===== config.mk =====
export PLATFORM = sky130hd
export DESIGN_NAME = reset_cause_status
export DESIGN_NICKNAME = d
export VERILOG_FILES = /design/src/design/reset_cause_pkg.sv /design/src/design/event_edge.sv /design/src/design/irq_sticky.sv /design/src/design/reset_cause_status.sv
export SDC_FILE = /design/constraint.sdc
export NUM_CORES = 1
export LEC_CHECK = 0
export ABC_AREA = 0
export BUFFER_PORTS_ARGS = -buffer_cell sky130_fd_sc_hd__buf_4
export CORE_ASPECT_RATIO = 0.5
export CORE_MARGIN = 3
export CORE_UTILIZATION = 45
export CTS_CLUSTER_DIAMETER = 50
export CTS_CLUSTER_SIZE = 30
export DETAILED_ROUTE_END_ITERATION = 8
export GPL_ROUTABILITY_DRIVEN = 0
export GPL_TIMING_DRIVEN = 0
export PLACE_DENSITY = 0.79
export SETUP_SLACK_MARGIN = 0.15
export SKIP_CTS_REPAIR_TIMING = 1
export SYNTH_ARGS = -nofsm -noshare
export SYNTH_HDL_FRONTEND = slang
export SYNTH_SLANG_ARGS = --single-unit
export TNS_END_PERCENT = 10

===== constraint.sdc =====
create_clock -name aclk -period 2.4 [get_ports aclk]
set_clock_uncertainty 0.05 [all_clocks]
set_input_delay 0 -clock aclk [delete_from_list [all_inputs] [get_ports aclk]]
set_output_delay 0 -clock aclk [all_outputs]
set_load 0.005 [all_outputs]

===== src/design/reset_cause_pkg.sv =====
package reset_cause_pkg;

  localparam int ADDR_W = 12;
  localparam int DATA_W = 32;
  localparam int CAUSE_W = 8;
  localparam int EVT_W = 3;

  // register indices, byte address is four times the index
  localparam int IDX_CAUSE = 'h8e;
  localparam int IDX_IRQ_STATUS = 'h90;
  localparam int IDX_IRQ_MASK = 'h91;
  localparam int IDX_LAST_CAUSE = 'h92;
  localparam logic [ADDR_W-1:0] ADDR_CAUSE = ADDR_W'(IDX_CAUSE * 4);
  localparam logic [ADDR_W-1:0] ADDR_IRQ_STATUS = ADDR_W'(IDX_IRQ_STATUS * 4);
  localparam logic [ADDR_W-1:0] ADDR_IRQ_MASK = ADDR_W'(IDX_IRQ_MASK * 4);
  localparam logic [ADDR_W-1:0] ADDR_LAST_CAUSE = ADDR_W'(IDX_LAST_CAUSE * 4);

  // reset-cause register fields
  localparam int BIT_BROWNOUT = 0;
  localparam int BIT_POR = 1;
  localparam logic POR_FLAG_RESET = 1'b0;
  localparam logic BROWNOUT_FLAG_RESET = 1'b1;

  // event bits in interrupt status and mask
  localparam int EVT_BROWNOUT = 0;
  localparam int EVT_MASTER_CLEAR = 1;
  localparam int EVT_WATCHDOG = 2;

  localparam logic [1:0] RESP_OKAY = 2'h0;
  localparam logic [1:0] RESP_SLVERR = 2'h2;

  // device reset is held this long after its last source goes away
  localparam int CLK_PERIOD_NS = 40;
  localparam int RESET_HOLD_NS = 1000;
  localparam int RESET_HOLD_CYCLES = (RESET_HOLD_NS + CLK_PERIOD_NS - 1) / CLK_PERIOD_NS;
  localparam int HOLD_W = 5;

  typedef enum logic [1:0] {
    CAUSE_POWER_ON,
    CAUSE_BROWNOUT,
    CAUSE_MASTER_CLEAR,
    CAUSE_WATCHDOG
  } cause_t;

  typedef struct packed {
    logic watchdog;
    logic master_clear;
    logic brownout;
  } reset_src_t;

endpackage


===== src/design/event_edge.sv =====
`timescale 1ns/1ps
module event_edge #(
  parameter bit ACTIVE_LOW = 1'b0
) (
  input wire logic aclk,
  input wire logic aresetn,
  input wire logic level,
  output logic pulse
);
  logic active;
  logic prev;

  assign active = ACTIVE_LOW ? ~level : level;

  // starts as active so a source held through power-on gives no event
  always_ff @(posedge aclk) begin
    if (!aresetn) begin
      prev <= 1'b1;
    end else begin
      prev <= active;
    end
  end

  assign pulse = active & ~prev;
endmodule // event_edge


===== src/design/irq_sticky.sv =====
`timescale 1ns/1ps
module irq_sticky #(
  parameter int WIDTH = 3
) (
  input wire logic aclk,
  input wire logic aresetn,
  input wire logic [WIDTH-1:0] set_ev,
  input wire logic clr_we,
  input wire logic [WIDTH-1:0] clr_data,
  input wire logic mask_we,
  input wire logic [WIDTH-1:0] mask_data,
  output logic [WIDTH-1:0] status,
  output logic [WIDTH-1:0] mask,
  output logic irq
);
  logic [WIDTH-1:0] next_status;

  // an event in the clearing cycle survives
  always_comb begin
    next_status = status & ~(clr_we ? clr_data : '0);
    next_status = next_status | set_ev;
  end

  always_ff @(posedge aclk) begin
    if (!aresetn) begin
      status <= '0;
      mask <= '0;
      irq <= 1'b0;
    end else begin
      status <= next_status;
      if (mask_we) begin
        mask <= mask_data;
      end
      irq <= |(next_status & (mask_we ? mask_data : mask));
    end
  end
endmodule // irq_sticky


===== src/design/reset_cause_status.sv =====
`timescale 1ns/1ps
module reset_cause_status (
  input wire logic aclk,
  input wire logic aresetn,
  input wire logic master_clear_n,
  input wire logic brownout_detect,
  input wire logic brownout_detect_enable,
  input wire logic watchdog_timer,
  output logic device_reset_n,
  output logic irq,
  input wire logic [reset_cause_pkg::ADDR_W-1:0] awaddr,
  input wire logic [2:0] awprot,
  input wire logic awvalid,
  output logic awready,
  input wire logic [reset_cause_pkg::DATA_W-1:0] wdata,
  input wire logic [3:0] wstrb,
  input wire logic wvalid,
  output logic wready,
  output logic [1:0] bresp,
  output logic bvalid,
  input wire logic bready,
  input wire logic [reset_cause_pkg::ADDR_W-1:0] araddr,
  input wire logic [2:0] arprot,
  input wire logic arvalid,
  output logic arready,
  output logic [reset_cause_pkg::DATA_W-1:0] rdata,
  output logic [1:0] rresp,
  output logic rvalid,
  input wire logic rready
);
  import reset_cause_pkg::*;

  reset_src_t src_ev;
  reset_src_t src_level;
  logic brownout_ev;
  logic por_flag;
  logic brownout_reset_flag;
  cause_t last_cause;
  logic [HOLD_W-1:0] hold_count;
  logic [EVT_W-1:0] irq_status;
  logic [EVT_W-1:0] irq_mask;

  logic [ADDR_W-1:0] aw_addr;
  logic [DATA_W-1:0] w_data;
  logic [3:0] w_strb;
  logic aw_got;
  logic w_got;
  logic wr_go;
  logic wr_cause;
  logic wr_irq_status;
  logic wr_irq_mask;
  logic wr_known;
  logic rd_sel_cause;

  // source edges
  event_edge #(
    .ACTIVE_LOW(1'b0)
  ) u_brownout_edge (
    .aclk(aclk),
    .aresetn(aresetn),
    .level(brownout_detect),
    .pulse(src_ev.brownout)
  );

  event_edge #(
    .ACTIVE_LOW(1'b1)
  ) u_master_clear_edge (
    .aclk(aclk),
    .aresetn(aresetn),
    .level(master_clear_n),
    .pulse(src_ev.master_clear)
  );

  event_edge #(
    .ACTIVE_LOW(1'b0)
  ) u_watchdog_edge (
    .aclk(aclk),
    .aresetn(aresetn),
    .level(watchdog_timer),
    .pulse(src_ev.watchdog)
  );

  // brown-out counts only while detection is enabled
  assign brownout_ev = src_ev.brownout & brownout_detect_enable;

  assign src_level.brownout = brownout_detect & brownout_detect_enable;
  assign src_level.master_clear = ~master_clear_n;
  assign src_level.watchdog = watchdog_timer;

  // write decode
  assign wr_go = aw_got & w_got & ~bvalid;
  assign wr_cause = wr_go & (aw_addr == ADDR_CAUSE) & w_strb[0];
  assign wr_irq_status = wr_go & (aw_addr == ADDR_IRQ_STATUS) & w_strb[0];
  assign wr_irq_mask = wr_go & (aw_addr == ADDR_IRQ_MASK) & w_strb[0];

  always_comb begin
    if (aw_addr == ADDR_CAUSE) begin
      wr_known = 1'b1;
    end else if (aw_addr == ADDR_IRQ_STATUS) begin
      wr_known = 1'b1;
    end else if (aw_addr == ADDR_IRQ_MASK) begin
      wr_known = 1'b1;
    end else if (aw_addr == ADDR_LAST_CAUSE) begin
      wr_known = 1'b1;
    end else begin
      wr_known = 1'b0;
    end
  end

  // power-on flag: cleared by power-on, set or cleared by a software write
  always_ff @(posedge aclk) begin
    if (!aresetn) begin
      por_flag <= POR_FLAG_RESET;
    end else if (wr_cause) begin
      por_flag <= w_data[BIT_POR];
    end
  end

  // brown-out flag: a brown-out wins over a software write in the same cycle
  always_ff @(posedge aclk) begin
    if (!aresetn) begin
      brownout_reset_flag <= BROWNOUT_FLAG_RESET;
    end else if (brownout_ev) begin
      brownout_reset_flag <= 1'b0;
    end else if (wr_cause) begin
      brownout_reset_flag <= w_data[BIT_BROWNOUT];
    end
  end

  // most recent reset source, brown-out first on a tie
  always_ff @(posedge aclk) begin
    if (!aresetn) begin
      last_cause <= CAUSE_POWER_ON;
    end else if (brownout_ev) begin
      last_cause <= CAUSE_BROWNOUT;
    end else if (src_ev.master_clear) begin
      last_cause <= CAUSE_MASTER_CLEAR;
    end else if (src_ev.watchdog) begin
      last_cause <= CAUSE_WATCHDOG;
    end
  end

  // device reset, stretched after its last source
  always_ff @(posedge aclk) begin
    if (!aresetn) begin
      hold_count <= HOLD_W'(RESET_HOLD_CYCLES);
      device_reset_n <= 1'b0;
    end else begin
      if (|src_level) begin
        hold_count <= HOLD_W'(RESET_HOLD_CYCLES);
      end else if (hold_count != '0) begin
        hold_count <= hold_count - HOLD_W'(1);
      end
      device_reset_n <= ~(|src_level) & (hold_count == '0);
    end
  end

  irq_sticky #(
    .WIDTH(EVT_W)
  ) u_irq (
    .aclk(aclk),
    .aresetn(aresetn),
    .set_ev({src_ev.watchdog, src_ev.master_clear, brownout_ev}),
    .clr_we(wr_irq_status),
    .clr_data(w_data[EVT_W-1:0]),
    .mask_we(wr_irq_mask),
    .mask_data(w_data[EVT_W-1:0]),
    .status(irq_status),
    .mask(irq_mask),
    .irq(irq)
  );

  // write channel
  always_ff @(posedge aclk) begin
    if (!aresetn) begin
      awready <= 1'b1;
      wready <= 1'b1;
      aw_got <= 1'b0;
      w_got <= 1'b0;
      aw_addr <= '0;
      w_data <= '0;
      w_strb <= '0;
      bvalid <= 1'b0;
      bresp <= RESP_OKAY;
    end else begin
      if (awvalid && awready) begin
        aw_addr <= awaddr;
        aw_got <= 1'b1;
        awready <= 1'b0;
      end
      if (wvalid && wready) begin
        w_data <= wdata;
        w_strb <= wstrb;
        w_got <= 1'b1;
        wready <= 1'b0;
      end
      if (wr_go) begin
        bvalid <= 1'b1;
        bresp <= wr_known ? RESP_OKAY : RESP_SLVERR;
        aw_got <= 1'b0;
        w_got <= 1'b0;
      end
      if (bvalid && bready) begin
        bvalid <= 1'b0;
        awready <= 1'b1;
        wready <= 1'b1;
      end
    end
  end

  // read channel, upper bits of every register read zero
  always_ff @(posedge aclk) begin
    if (!aresetn) begin
      arready <= 1'b1;
      rvalid <= 1'b0;
      rdata <= '0;
      rresp <= RESP_OKAY;
      rd_sel_cause <= 1'b0;
    end else begin
      if (arvalid && arready) begin
        arready <= 1'b0;
        rvalid <= 1'b1;
        rresp <= RESP_OKAY;
        rd_sel_cause <= (araddr == ADDR_CAUSE);
        if (araddr == ADDR_CAUSE) begin
          rdata <= DATA_W'({por_flag, brownout_reset_flag});
        end else if (araddr == ADDR_IRQ_STATUS) begin
          rdata <= DATA_W'(irq_status);
        end else if (araddr == ADDR_IRQ_MASK) begin
          rdata <= DATA_W'(irq_mask);
        end else if (araddr == ADDR_LAST_CAUSE) begin
          rdata <= DATA_W'(last_cause);
        end else begin
          rdata <= '0;
          rresp <= RESP_SLVERR;
        end
      end else if (rvalid && rready) begin
        rvalid <= 1'b0;
        arready <= 1'b1;
      end
    end
  end

  // checks
  chk_por_flag_low:
    assert property (@(posedge aclk) disable iff (!aresetn)
      $rose(aresetn) |-> (por_flag == POR_FLAG_RESET) && (last_cause == CAUSE_POWER_ON))
    else $error("power-on flag not cleared by power-on");

  chk_brownout_flag_clear:
    assert property (@(posedge aclk) disable iff (!aresetn)
      brownout_ev |=> !brownout_reset_flag && (last_cause == CAUSE_BROWNOUT))
    else $error("brown-out did not clear its flag");

  chk_upper_bits_zero:
    assert property (@(posedge aclk) disable iff (!aresetn)
      (rvalid && rd_sel_cause) |-> (rdata[DATA_W-1:2] == '0))
    else $error("unimplemented cause bits read nonzero");

  chk_brownout_after_por:
    assert property (@(posedge aclk) disable iff (!aresetn)
      $rose(aresetn) |-> brownout_reset_flag == BROWNOUT_FLAG_RESET)
    else $error("brown-out flag off its chosen power-on value");

  chk_brownout_disabled:
    assert property (@(posedge aclk) disable iff (!aresetn)
      (src_ev.brownout && !brownout_detect_enable && !wr_cause)
      |=> $stable(brownout_reset_flag))
    else $error("disabled brown-out changed its flag");

  chk_master_clear_holds:
    assert property (@(posedge aclk) disable iff (!aresetn)
      !master_clear_n |=> !device_reset_n ##1 !device_reset_n)
    else $error("master clear low did not hold device reset");

  chk_nonpower_cause:
    assert property (@(posedge aclk) disable iff (!aresetn)
      (src_ev.watchdog && !src_ev.master_clear && !brownout_ev)
      |=> (last_cause == CAUSE_WATCHDOG) && !device_reset_n)
    else $error("watchdog not recorded as its own reset");

  chk_flags_kept:
    assert property (@(posedge aclk) disable iff (!aresetn)
      ((src_ev.master_clear || src_ev.watchdog) && !brownout_ev && !wr_cause)
      |=> $stable(por_flag) && $stable(brownout_reset_flag))
    else $error("non-power-up reset changed a cause flag");

  chk_irq_follows:
    assert property (@(posedge aclk) disable iff (!aresetn)
      (brownout_ev && irq_mask[EVT_BROWNOUT] && !wr_irq_mask)
      |=> irq && irq_status[EVT_BROWNOUT])
    else $error("unmasked brown-out did not raise irq");

  chk_irq_level:
    assert property (@(posedge aclk) disable iff (!aresetn)
      irq == |(irq_status & irq_mask))
    else $error("irq does not match unmasked status");

  chk_por_flag_set:
    assert property (@(posedge aclk) disable iff (!aresetn)
      (wr_cause && w_data[BIT_POR]) |=> por_flag)
    else $error("software did not set the power-on flag");

  chk_por_flag_kept:
    assert property (@(posedge aclk) disable iff (!aresetn)
      $fell(por_flag) |-> $past(wr_cause))
    else $error("power-on flag fell without power-on or write");

  chk_brownout_flag_set:
    assert property (@(posedge aclk) disable iff (!aresetn)
      (wr_cause && w_data[BIT_BROWNOUT] && !brownout_ev) |=> brownout_reset_flag)
    else $error("software did not set the brown-out flag");

  chk_strobe_ignored:
    assert property (@(posedge aclk) disable iff (!aresetn)
      (wr_go && !w_strb[0] && !brownout_ev)
      |=> $stable(por_flag) && $stable(brownout_reset_flag))
    else $error("write without lane 0 changed a flag");

  chk_reset_release:
    assert property (@(posedge aclk) disable iff (!aresetn)
      $rose(device_reset_n) |-> ($past(hold_count) == '0) && ($past(src_level) == '0))
    else $error("device reset released too early");

  chk_write_busy:
    assert property (@(posedge aclk) disable iff (!aresetn)
      bvalid |-> !awready && !wready)
    else $error("write channel ready while response pending");

  chk_read_busy:
    assert property (@(posedge aclk) disable iff (!aresetn)
      rvalid |-> !arready)
    else $error("read address ready while data pending");

  chk_unmapped_read:
    assert property (@(posedge aclk) disable iff (!aresetn)
      (rvalid && (rresp == RESP_SLVERR)) |-> (rdata == '0))
    else $error("refused read returned data");

endmodule // reset_cause_status


==> impl_results.md <==
- Min Hold Slack: 0.0177 ns
- EDFF count, synth: 0
- Iter 0 DRT Violations: between 90 and 100
- First-pass GRT wire length: ~8.4 mm
- Fin area: roughly 3300 um^2
- Port bufs: between 40 and 50
- WL/cell: roughly 12 um
- Diode count: 0
- Largest net degree at the start of global routing: 15
- Core ar.: between 4000 and 5000 um^2
- Sequential area share after synthesis: 0.408
- Placed insts: 411
- Cell Area, Synth: around 2400 um^2
- CTS tree: done
- Max-cap viol count: 0
- Die Wd: approximately 110 um
- Clock Path Buffers: 2
- Final min period: ~1.9 ns
- Finished Layout Cells: between 400 and 500
- Final core utilization: 0.695
- Fillcell total: around 360
- Yosys warnings: 0
- Status: complete, no violations
- Ys flop type: dfxtp_1
- Critical Path Fanout Max: 6
- Vias: about 2100
- Die area: 6190 um^2
- Final setup TNS: 0 ns
- Startpoint Class: flop
- IO Count: 120
- Antenna violations before repair: 0
- TritonCTS Buffers: 5
- Crit. End Element: flop
- Clock Pin Slew Worst Setup and Hold Paths: about 0.09 ns
- PwrDens: between 500 and 600 nW/um^2
- Type of the worst min-delay path: in -> reg
- Final Max Tran Viols: 0
- DRT Pass-1 Iters: 4
- Post-route setup slack: between 0.5 and 0.6 ns
- Vias in the first global route: 1913
- Worst Path Arrival: 2.00 ns
- Fin. Hold Viols: 0
- F_max: between 500 and 600 MHz
- Worst path cell trace: nor4b_4 > nand4_2 > o21a_1 > o221a_1 > o31a_1
- Total congestion overflow: 0
- Via-per-instance ratio: slightly below 5
- Worst slack, placed: around 0.55 ns
- DRT Wirelength: roughly 5.5 mm
- Final Cycle Share: 0.778
- Post-DP HPWL: 4.00 mm
- ANT nets after route: 0
- Num Clock Sinks: 48
- Critical Path RT: between 2 and 3 ns
- Crit-path max cell delay: 0.38 ns
- Setup violators final: 0
- Cells after synthesis: about 270
- Slowest CP cell: nor4b_4
- Gr usage total: 0.170
- Die height: 57.2 um
- Worst VDD drop: approximately 0.00029 V
- H-tree depth: 2
- Yosys cell types: 49
- #FFs+latches synth: 48
- # rows: 17
- CP Class: reg -> reg
- DRC: 0
- Clk Latency, worst-skew pair: around 0.30 ns
- Post-Syn Area per Cell: between 8 and 9 um^2
- Tot Pwr: approximately 1.7 mW
- RSZ-0062 raised after global routing: no
- Initial Util: 0.501
- Layout cells sized above 1: 0.259
- Synth async-reset ratio: 0
- Final-stage net count: 455
- Leak: about 1.5 nW
- DP Area: 2910 um^2
- Root Buffer: clkbuf_8
- Area Overhead vs Synth: 38.8%
[worst max-delay path: cells and delay by family (launching register included)]
family	cells	cell delay, ns
simple gates	2	0.61
flops	1	0.34
compound gates	3	0.76
[final timing paths]
path / from / to / slack (ns) / cells past startpoint
setup / recovery: aw_addr[10] / u_irq.irq / 0.53 / 5
hold reg to reg: rresp[1] / rresp[1] / 0.42 / 2
setup reg to reg: aw_addr[10] / u_irq.irq / 0.53 / 5
hold / removal: brownout_detect_enable / brownout_reset_flag / 0.02 / 4
[final cells by class]
| cell class | instances | area, um^2 | share of cell area |
|---|---|---|---|
| Buffer | 41 | 288 | 0.0881 |
| Clock buffer | 6 | 72.6 | 0.0222 |
| Clock inverter | 2 | 35.0 | 0.0107 |
| Inverter | 9 | 33.8 | 0.0103 |
| Multi-Input combinational cell | 199 | 1180 | 0.363 |
| Sequential cell | 48 | 961 | 0.294 |
| Tap cell | 66 | 82.6 | 0.0253 |
| Timing Repair Buffer | 73 | 611 | 0.187 |
[cells in the final DEF (no fill, tap or decap), drive strengths merged, types with 3 or more instances in the layout]
master       instances
nand2               43
nand2b               6
nor2b                3
buf                 80
clkbuf              15
o22ai                3
and2                 3
nor4b                3
o21ai                9
nand3                9
nor3                 5
dlygate4sd3         25
a21boi              25
mux2i                5
nor2                12
conb                31
dfxtp               48
o21a                 3
inv                  9
[logic make-up (layout without fill, tap and decap cells)]
group,after synthesis,after routing,share of synthesized area
AO/OA/AOI/OAI,60,60,0.185
XOR/XNOR,3,3,0.0112
adder cells (fa/ha/maj),1,1,0.00531
buffers and inverters,50,131,0.137
flip-flops,48,48,0.408
multiplexers,5,5,0.0213
other,1,31,0.00159
AND/OR/NAND/NOR,99,99,0.231
[layer usage]
layer | GRT usage | routed length, um | part of all wire
met2 | 0.299 | 2600 | 0.47
met5 | 0 | 0 | 0
met3 | 0.0475 | 564 | 0.10
met4 | 0.0468 | 57 | 0.010
met1 | 0.206 | 2310 | 0.42
[where the power goes]
part	leakage, nW	total [mW]	switching [mW]	internal (mW)
sequential	0.394	0.866	0.0318	0.834
combinational	1.00	0.275	0.114	0.161
clock	0.0552	0.569	0.260	0.309
[flip-flops by register name, summed over array words and instances, names as in the netlist]
register                  cells
aw_addr                      12
hold_count                    5
rdata                         3
u_irq.mask                    3
u_irq.status                  3
w_data                        3
last_cause                    2
arready                       1
aw_got                        1
awready                       1
bresp                         1
brownout_reset_flag           1
bvalid                        1
device_reset_n                1
por_flag                      1
rresp                         1
rvalid                        1
u_brownout_edge.prev          1
u_irq.irq                     1
u_master_clear_edge.prev      1
u_watchdog_edge.prev          1
w_got                         1
w_strb                        1
wready                        1
[Yosys cell counts, types with 2 or more instances]
| cell | count | area [um^2] |
|---|---|---|
| dfxtp_1 | 48 | 961 |
| nand2_1 | 42 | 158 |
| buf_4 | 31 | 233 |
| a21boi_0 | 25 | 188 |
| nor2_1 | 12 | 45.0 |
| inv_1 | 9 | 33.8 |
| nand3_1 | 9 | 45.0 |
| o21ai_0 | 9 | 45.0 |
| clkbuf_1 | 8 | 30.0 |
| nand2b_1 | 6 | 37.5 |
| mux2i_1 | 5 | 50.1 |
| nor3_1 | 4 | 20.0 |
| and2_1 | 3 | 18.8 |
| nor2b_1 | 3 | 18.8 |
| o21a_1 | 3 | 22.5 |
| o22ai_1 | 3 | 18.8 |
| a211oi_1 | 2 | 15.0 |
| a21o_1 | 2 | 15.0 |
| a21oi_1 | 2 | 10.0 |
| a221oi_1 | 2 | 17.5 |
| a22oi_1 | 2 | 15.0 |
| nand3b_1 | 2 | 15.0 |
| nand4b_1 | 2 | 17.5 |
| nor3b_1 | 2 | 15.0 |
| nor4_1 | 2 | 12.5 |
| nor4b_4 | 2 | 47.6 |
| o311a_1 | 2 | 20.0 |
| o31ai_1 | 2 | 15.0 |
| or2_2 | 2 | 12.5 |
| xnor2_1 | 2 | 17.5 |
No activity file was read; power rests on OpenSTA's default activity.
